--- src/design/tray_lift_pkg.sv ---
// shared constants and carrier types for the tray lift and jam monitor
package tray_lift_pkg;
  localparam int unsigned CNT_W = 24;
  localparam logic [23:0] LIFT_LIMIT_RST = 24'h0f4240; // default lift limit
  localparam logic [23:0] PICK_LIMIT_RST = 24'h00c350; // default edge limit
  localparam logic [1:0] PICK_TRIES = 2'h2; // first try plus one retry

  // sensor inputs of the tray
  typedef struct packed {
    logic surface;   // stack top at pickup position
    logic cassette;  // cassette installed
    logic media;     // media feed sensor sees paper
    logic door_open; // door switch open
  } sense_type;

  // jam and fault flags reported upstream
  typedef struct packed {
    logic lift_fail;
    logic pick_jam;
    logic residual_jam;
    logic door_jam;
  } fault_type;
endpackage : tray_lift_pkg

--- src/design/edge_timer.sv ---
// up counter that flags expiry after a programmable number of cycles
`timescale 1ns/1ps
`default_nettype none
module edge_timer #(
  parameter int unsigned W = 24
) (
  input wire logic clk,             // system clock
  input wire logic srst,            // synchronous reset
  input wire logic run,             // count while high, reload when low
  input wire logic [W-1:0] limit,   // cycles allowed
  output logic expired              // limit reached while running
);
  logic [W-1:0] cnt_ff;

  // count up while running, clear when idle
  always_ff @(posedge clk)
  begin
    if (srst || !run)
      cnt_ff <= '0;
    else if (!expired)
      cnt_ff <= cnt_ff + {{(W-1){1'b0}}, 1'b1};
  end

  assign expired = run && (cnt_ff >= limit);
endmodule : edge_timer
`default_nettype wire

--- src/design/tray_lift_and_jam_monitor.sv ---
// lifter motor control and jam detection for one paper tray
`timescale 1ns/1ps
`default_nettype none
module tray_lift_and_jam_monitor #(
  parameter int unsigned CW = 24
) (
  input wire logic SYS_CLK,                      // 100 MHz clock
  input wire logic SRST,                         // sync reset, active high
  input wire tray_lift_pkg::sense_type SENSE,    // tray sensors
  input wire logic PRINTING,                     // print job active
  input wire logic PICK_REQ,                     // pulse: pick one sheet
  input wire logic DELIVERY_DONE,                // pulse: auto delivery over
  input wire logic FAULT_CLR,                    // pulse: clear jam flags
  input wire logic [CW-1:0] LIFT_LIMIT,          // lifter timeout cycles
  input wire logic [CW-1:0] PICK_LIMIT,          // leading-edge timeout
  output logic LIFT_MOTOR_UP,                    // lifter motor raise
  output logic PICK_SOLENOID,                    // pickup solenoid on
  output logic FEED_BUSY,                        // feed operation running
  output tray_lift_pkg::fault_type FAULTS        // flags to the controller
);
  import tray_lift_pkg::*;

  typedef enum logic [1:0] {
    LIFT_IDLE = 2'b00,
    LIFT_RUN = 2'b01,
    LIFT_FAIL = 2'b10
  } lift_state_type;

  typedef enum logic [1:0] {
    PICK_IDLE = 2'b00,
    PICK_WAIT = 2'b01,
    PICK_FEED = 2'b10
  } pick_state_type;

  lift_state_type lift_ff, nxt_lift;
  pick_state_type pick_ff, nxt_pick;
  logic first_ff, cass_ff, door_ff, surf_ff, motor_ff, sol_ff;
  logic [1:0] tries_ff;
  logic lift_to, pick_to, trigger, retry_ff, pick_miss;
  fault_type fault_ff;

  // remember previous sensor levels for edge detection
  always_ff @(posedge SYS_CLK)
  begin
    if (SRST)
    begin
      first_ff <= 1'b1;
      cass_ff <= 1'b0;
      door_ff <= 1'b0;
      surf_ff <= 1'b0;
    end
    else
    begin
      first_ff <= 1'b0;
      cass_ff <= SENSE.cassette;
      door_ff <= SENSE.door_open;
      surf_ff <= SENSE.surface;
    end
  end

  // power-on, insertion or stack drop while printing start a lift-up cycle
  assign trigger = first_ff || (SENSE.cassette && !cass_ff)
    || (surf_ff && !SENSE.surface && PRINTING);

  // lifter sequence
  always_comb
  begin
    nxt_lift = lift_ff;
    case (lift_ff)
      LIFT_IDLE:
        if (SENSE.cassette && !SENSE.surface && trigger)
          nxt_lift = LIFT_RUN;
      LIFT_RUN:
        if (!SENSE.cassette)
          nxt_lift = LIFT_IDLE;
        else if (SENSE.surface)
          nxt_lift = LIFT_IDLE;
        else if (lift_to)
          nxt_lift = LIFT_FAIL;
      LIFT_FAIL:
        if (trigger && SENSE.cassette)
          nxt_lift = SENSE.surface ? LIFT_IDLE : LIFT_RUN;
      default:
        nxt_lift = LIFT_IDLE;
    endcase
  end

  always_ff @(posedge SYS_CLK)
  begin
    if (SRST)
      lift_ff <= LIFT_IDLE;
    else
      lift_ff <= nxt_lift;
  end

  // motor raises only in a running cycle with the tray present
  always_ff @(posedge SYS_CLK)
  begin
    if (SRST)
      motor_ff <= 1'b0;
    else
      motor_ff <= (nxt_lift == LIFT_RUN);
  end

  edge_timer #(.W(CW)) u_lift_timer (
    .clk(SYS_CLK),
    .srst(SRST),
    .run(lift_ff == LIFT_RUN),
    .limit(LIFT_LIMIT),
    .expired(lift_to)
  );

  edge_timer #(.W(CW)) u_pick_timer (
    .clk(SYS_CLK),
    .srst(SRST),
    .run(pick_ff == PICK_WAIT),
    .limit(PICK_LIMIT),
    .expired(pick_to)
  );

  // timeout with no sheet edge and door shut: one failed attempt
  assign pick_miss = pick_ff == PICK_WAIT && pick_to && !SENSE.media
    && !SENSE.door_open;

  // pickup sequence: solenoid on, wait for leading edge, one retry
  always_comb
  begin
    nxt_pick = pick_ff;
    case (pick_ff)
      PICK_IDLE:
        if ((PICK_REQ || retry_ff) && !SENSE.door_open
          && !fault_ff.pick_jam)
          nxt_pick = PICK_WAIT;
      PICK_WAIT:
        if (SENSE.door_open)
          nxt_pick = PICK_IDLE;
        else if (SENSE.media)
          nxt_pick = PICK_FEED;
        else if (pick_to)
          nxt_pick = PICK_IDLE;
      PICK_FEED:
        if (!SENSE.media || SENSE.door_open)
          nxt_pick = PICK_IDLE;
      default:
        nxt_pick = PICK_IDLE;
    endcase
  end

  always_ff @(posedge SYS_CLK)
  begin
    if (SRST)
      pick_ff <= PICK_IDLE;
    else
      pick_ff <= nxt_pick; // one idle cycle reloads the timer
  end

  // attempt counter and solenoid drive
  always_ff @(posedge SYS_CLK)
  begin
    if (SRST)
    begin
      tries_ff <= 2'h0;
      sol_ff <= 1'b0;
    end
    else
    begin
      if (pick_ff == PICK_IDLE && PICK_REQ && !retry_ff)
        tries_ff <= 2'h1;
      else if (pick_miss && tries_ff != PICK_TRIES)
        tries_ff <= tries_ff + 2'h1;
      sol_ff <= (nxt_pick == PICK_WAIT);
    end
  end

  // retry: after first timeout start again automatically
  always_ff @(posedge SYS_CLK)
  begin
    if (SRST)
      retry_ff <= 1'b0;
    else
      retry_ff <= pick_miss && tries_ff != PICK_TRIES;
  end

  // jam flags sticky until FAULT_CLR, lift_fail held only while in LIFT_FAIL; a set wins over a clear in the same cycle
  always_ff @(posedge SYS_CLK)
  begin
    if (SRST)
      fault_ff <= '0;
    else
    begin
      if (lift_ff == LIFT_RUN && nxt_lift == LIFT_FAIL)
        fault_ff.lift_fail <= 1'b1;
      else if (nxt_lift != LIFT_FAIL)
        fault_ff.lift_fail <= 1'b0;
      if (pick_miss && tries_ff == PICK_TRIES)
        fault_ff.pick_jam <= 1'b1;
      else if (FAULT_CLR)
        fault_ff.pick_jam <= 1'b0;
      if (SENSE.media && (first_ff || (door_ff && !SENSE.door_open)
        || DELIVERY_DONE))
        fault_ff.residual_jam <= 1'b1;
      else if (FAULT_CLR)
        fault_ff.residual_jam <= 1'b0;
      if (SENSE.door_open && FEED_BUSY)
        fault_ff.door_jam <= 1'b1;
      else if (FAULT_CLR)
        fault_ff.door_jam <= 1'b0;
    end
  end

  assign LIFT_MOTOR_UP = motor_ff;
  assign PICK_SOLENOID = sol_ff;
  assign FEED_BUSY = (pick_ff != PICK_IDLE) || retry_ff;
  assign FAULTS = fault_ff;

  AST_MOTOR_STOP: assert property (@(posedge SYS_CLK) disable iff (SRST)
    SENSE.surface && lift_ff == LIFT_RUN |=> !LIFT_MOTOR_UP)
    else $error("motor still running after surface seen");
  AST_POWER_LIFT: assert property (@(posedge SYS_CLK) disable iff (SRST)
    $fell(first_ff) && SENSE.cassette && !SENSE.surface
    |-> LIFT_MOTOR_UP)
    else $error("no lift after power-on");
  AST_LIFT_FAIL: assert property (@(posedge SYS_CLK) disable iff (SRST)
    lift_ff == LIFT_RUN && lift_to && SENSE.cassette && !SENSE.surface
    |=> FAULTS.lift_fail && !LIFT_MOTOR_UP)
    else $error("lifter timeout not flagged");
  AST_HOLD_OFF: assert property (@(posedge SYS_CLK) disable iff (SRST)
    !SENSE.cassette |=> !LIFT_MOTOR_UP)
    else $error("motor runs without cassette");
  AST_DOOR_JAM: assert property (@(posedge SYS_CLK) disable iff (SRST)
    SENSE.door_open && FEED_BUSY |=> FAULTS.door_jam)
    else $error("door jam missed");
  AST_PICK_JAM: assert property (@(posedge SYS_CLK) disable iff (SRST)
    pick_miss && tries_ff == PICK_TRIES
    |=> FAULTS.pick_jam && !PICK_SOLENOID)
    else $error("pickup jam missed");
  AST_RESIDUAL: assert property (@(posedge SYS_CLK) disable iff (SRST)
    SENSE.media && DELIVERY_DONE |=> FAULTS.residual_jam)
    else $error("residual jam missed");
  AST_REFALL: assert property (@(posedge SYS_CLK) disable iff (SRST)
    lift_ff == LIFT_IDLE && PRINTING && SENSE.cassette
    && $fell(SENSE.surface) |=> LIFT_MOTOR_UP)
    else $error("no relift on stack drop");
  AST_SENSE: assert property (@(posedge SYS_CLK) disable iff (SRST)
    pick_ff == PICK_WAIT && SENSE.media && !SENSE.door_open
    |=> pick_ff == PICK_FEED)
    else $error("leading edge not taken");
  AST_LIMITS: assert property (@(posedge SYS_CLK) disable iff (SRST)
    pick_to |-> tries_ff != 2'h0)
    else $error("timeout with no attempt");

  COV_LIFT: cover property (@(posedge SYS_CLK) $fell(LIFT_MOTOR_UP));
  COV_FAIL: cover property (@(posedge SYS_CLK) $rose(FAULTS.lift_fail));
  COV_RETRY: cover property (@(posedge SYS_CLK) retry_ff);
  COV_JAM: cover property (@(posedge SYS_CLK) $rose(FAULTS.pick_jam));
endmodule : tray_lift_and_jam_monitor
`default_nettype wire

--- config.mk ---
export PLATFORM = sky130hd
export DESIGN_NAME = tray_lift_and_jam_monitor
export DESIGN_NICKNAME = d
export VERILOG_FILES = /design/src/design/tray_lift_pkg.sv /design/src/design/edge_timer.sv /design/src/design/tray_lift_and_jam_monitor.sv
export SDC_FILE = /design/constraint.sdc
export NUM_CORES = 1
export LEC_CHECK = 0
export ABC_AREA = 0
export BUFFER_PORTS_ARGS = -buffer_cell sky130_fd_sc_hd__buf_2
export CORE_MARGIN = 1
export CORE_UTILIZATION = 50
export DETAILED_ROUTE_END_ITERATION = 7
export PLACE_DENSITY = 0.73
export SLEW_MARGIN = 15
export SYNTH_ARGS = -nofsm -noshare
export SYNTH_HDL_FRONTEND = slang
export SYNTH_SLANG_ARGS = --single-unit
--- constraint.sdc ---
create_clock -name SYS_CLK -period 3.15 [get_ports SYS_CLK]
set_input_delay 0.63 -clock SYS_CLK [delete_from_list [all_inputs] [get_ports SYS_CLK]]
set_output_delay 0.63 -clock SYS_CLK [all_outputs]
set_load 0.02 [all_outputs]
==> summary.md <==
| Metric | Value |
|---|---|
| Min Tclk post-route | 2520 ps |
| Tightest Pin Transition | around 790 ps |
| Die width | slightly below 100 um |
| Post-synth ARST share | 0% |
| Via density | 5.84 |
| Pin count of the biggest net entering global routing | 42 |
| Leak | around 0.0023 uW |
| Final Max Slew Viols | 0 |
| Rel. slew slack | between 40% and 50% |
| Synth top area cells | dfxtp_1 (29%), ha_1 (14%), nand2_1 (6.0%) |
| Final setup fails | 0 |
| Post_cts resized | 0 |
| Routed via count | ~4.3k |
| Tot GR Track Use | between 20% and 30% |
| Chip Height | slightly below 100 um |
| Routed len/inst | between 10 and 15 um |
| Dominant cell type by area after synthesis | dfxtp_1 |
| Worst EP arrival | between 2000 and 3000 ps |
| Worst hold stages | 2 |
| Largest family of logic cells by synthesized area | simple AND/OR/NAND/NOR gates |
| Post-Syn Instances | ~570 |
| Worst Reg-to-Reg Cells | 8 |
| Worst EP required | around 3400 ps |
| Drt drc | 0 |
| Most common cell in the netlist | nand2_1 |
| Min-Delay Path Class | flop to flop |
| Hold_buf cts | 0 |
| Worst Setup End Kind | flop |
| Synth warn | 0 |
| Hpwl dp | 7800 um |
| Mean post-synth cell area | approximately 8 um^2 |
| Yosys top cell area share | between 20 and 30% |
| CP Max Fanout | 35 |
| Post-Syn Nets | roughly 680 |
| Post-Synth Adder-Cell Area | between 10% and 20% |
| Crit Path Class | flop to flop |
| Ant. Diodes | 0 |
| Synth Area in Simple Gates | 25.9% |
| Initial antenna violation count | 0 |
| Nets | 734 |
| Post-synth top cells | nand2_1 (72), dfxtp_1 (65), inv_1 (63), ha_1 (51), a21oi_1 (37) |
| First-pass GRT wire length | approximately 19000 um |
| Worst setup SP type | flop |
| Place WS | between 300 and 400 ps |
| Port Buffers | 64 |
| Setup TNS | 0 ps |
| Status | completed |
| Setup ws final | between 600 and 700 ps |
| MaxCap Viol Count | 0 |
| DRT Pass-1 Iters | 6 |
| Post-layout util | just under 60% |
| CTS max path bufs | 2 |
| Number of synthesized flops with an enable pin | 0 |
| Remaining Overflow, GRT | 0 |
| Synthesis-stage register bit count | 65 |
| Post-synthesis xor/xnor area fraction | less than 1% |
| Root buffer cell | clkbuf_8 |
| 1st-iter DRT viols | ~240 |
| Setup bufs post-CTS | 0 |
| Synth Flop Type | dfxtp_1 |
| Clk sinks | 65 |
| Compound-Gate Fraction of Synth Area | between 10% and 20% |
| Cell Area, Synth | about 4500 um^2 |
| Synth unique cells | between 40 and 50 |
| Row cnt | 34 |
| Core Box Area | about 8700 um^2 |
| Antenna-violating nets left | 0 |
| Fill count | a little over 800 |
| Power per cell area | ~330 nW/um^2 |
| CTS H-Tree Depth | 3 |
| Fin crit share | approximately 80% |
| Die area | 9430 um^2 |
| Synth-to-Final Area Change | 13.2% |
| RSZ-0062 raised after global routing | no |
| VDD IR max | between 200 and 300 uV |
| Post-synthesis mux area share | roughly 3.8% |
| Placer Congestion | slightly below 0.8 |
| Top-Level Pins | between 60 and 70 |
| Initial Util | about 52% |
| Setup Skew | roughly 12 ps |
| Vias in the first global route | a little over 4k |
| Placed cell count | 722 |
| Hold Fails Final Rpt | 0 |
| F_max | about 400 MHz |
| Layout cells sized above 1 | 16.8% |
| Final std cells w/o fill | between 700 and 800 |
| Total power | ~1700 uW |
| CTS tree | done |
| TritonCTS buffer count | 9 |
| WL final | around 11000 um |
| Sequential share of the synthesized area | between 20% and 30% |
| Clk slew on worst S/H paths | around 80 ps |
| Clk_lat worst skew | 350 ps |
## report_power, final
group	internal (uW)	switching, uW
Combinational	63.8	80.0
Sequential	829	5.24
Clock	365	353
Total	1260	438
## placed cells by master (no fill, tap or decap), types with 3 or more instances in the layout
cell type and n:
a2111o_1 18, a211oi_1 4, a21o_1 5, a21oi_1 37, and2_1 6, and3_1 13
and4_1 3, buf_2 64, buf_4 11, clkbuf_8 9, clkinv_2 3, dfxtp_1 65
ha_1 51, inv_1 63, mux2i_1 16, nand2_1 72, nand2b_1 4, nand3_1 25
nand4_1 17, nor2_1 21, nor2b_1 10, nor3_1 12, nor4_1 10, o2111ai_1 18
o21ai_0 14, o31ai_1 10, or2_2 10, or3_1 4, or4_1 10
## cell families after synthesis
family                   after synthesis
multiplexers                          17
adder cells (fa/ha/maj)               51
buffers and inverters                 92
AND/OR/NAND/NOR                      224
XOR/XNOR                               2
flip-flops                            65
AO/OA/AOI/OAI                        116
## critical path, cell delays in order (launching register included)
cell       delay, ps
dfxtp_1          440
ha_1             280
a21o_1           190
a21o_1           170
a21oi_1          260
o2111ai_2        130
buf_4            270
or4_1            530
a21oi_1          140
## cell type report
| cell class | count | area (um^2) | share of cell area [%] |
|---|---|---|---|
| clock buffer | 9 | 124 | 2.42 |
| clock inverter | 7 | 70.1 | 1.37 |
| inverter | 64 | 240 | 4.69 |
| multi-input combinational | 410 | 2850 | 55.6 |
| sequential | 65 | 1300 | 25.4 |
| tap | 108 | 135 | 2.64 |
| timing repair buffer | 75 | 403 | 7.87 |
## metal layers
metal / vias to the layer above / share of wire [%] / GRT usage, %
met1: 2000 / 47 / 32.0
met5: - / 0 / 0
met4: 0 / 1.3 / 7.46
met2: 124 / 46 / 38.3
li1: 2175 / - / -
met3: 13 / 5.8 / 3.67
## worst paths after layout
path,start,endpoint,slack [ps]
max,u_lift_timer.cnt_ff[17],u_lift_timer.cnt_ff[3],630
max reg2reg,u_lift_timer.cnt_ff[17],u_lift_timer.cnt_ff[3],630
min,u_pick_timer.cnt_ff[23],u_pick_timer.cnt_ff[23],480
min reg2reg,u_pick_timer.cnt_ff[23],u_pick_timer.cnt_ff[23],480
## flip-flops by register name, indices dropped and copies added (netlist names)
register             cells
retry_ff                 1
u_pick_timer.cnt_ff     24
LIFT_MOTOR_UP            1
door_ff                  1
cass_ff                  1
FAULTS                   4
u_lift_timer.cnt_ff     24
PICK_SOLENOID            1
pick_ff                  2
surf_ff                  1
lift_ff                  2
tries_ff                 2
first_ff                 1
## per-stage QoR
| step | hold WS [ps] | instance area (um^2) |
|---|---|---|
| global route | 510 | 5120 |
| floorplan | 447 | 4520 |
| detailed placement | 474 | 4920 |
| finish | 482 | 5120 |
| CTS | 483 | 5120 |
| global placement | 460 | 4920 |
Power figures use the tool's default switching activity.
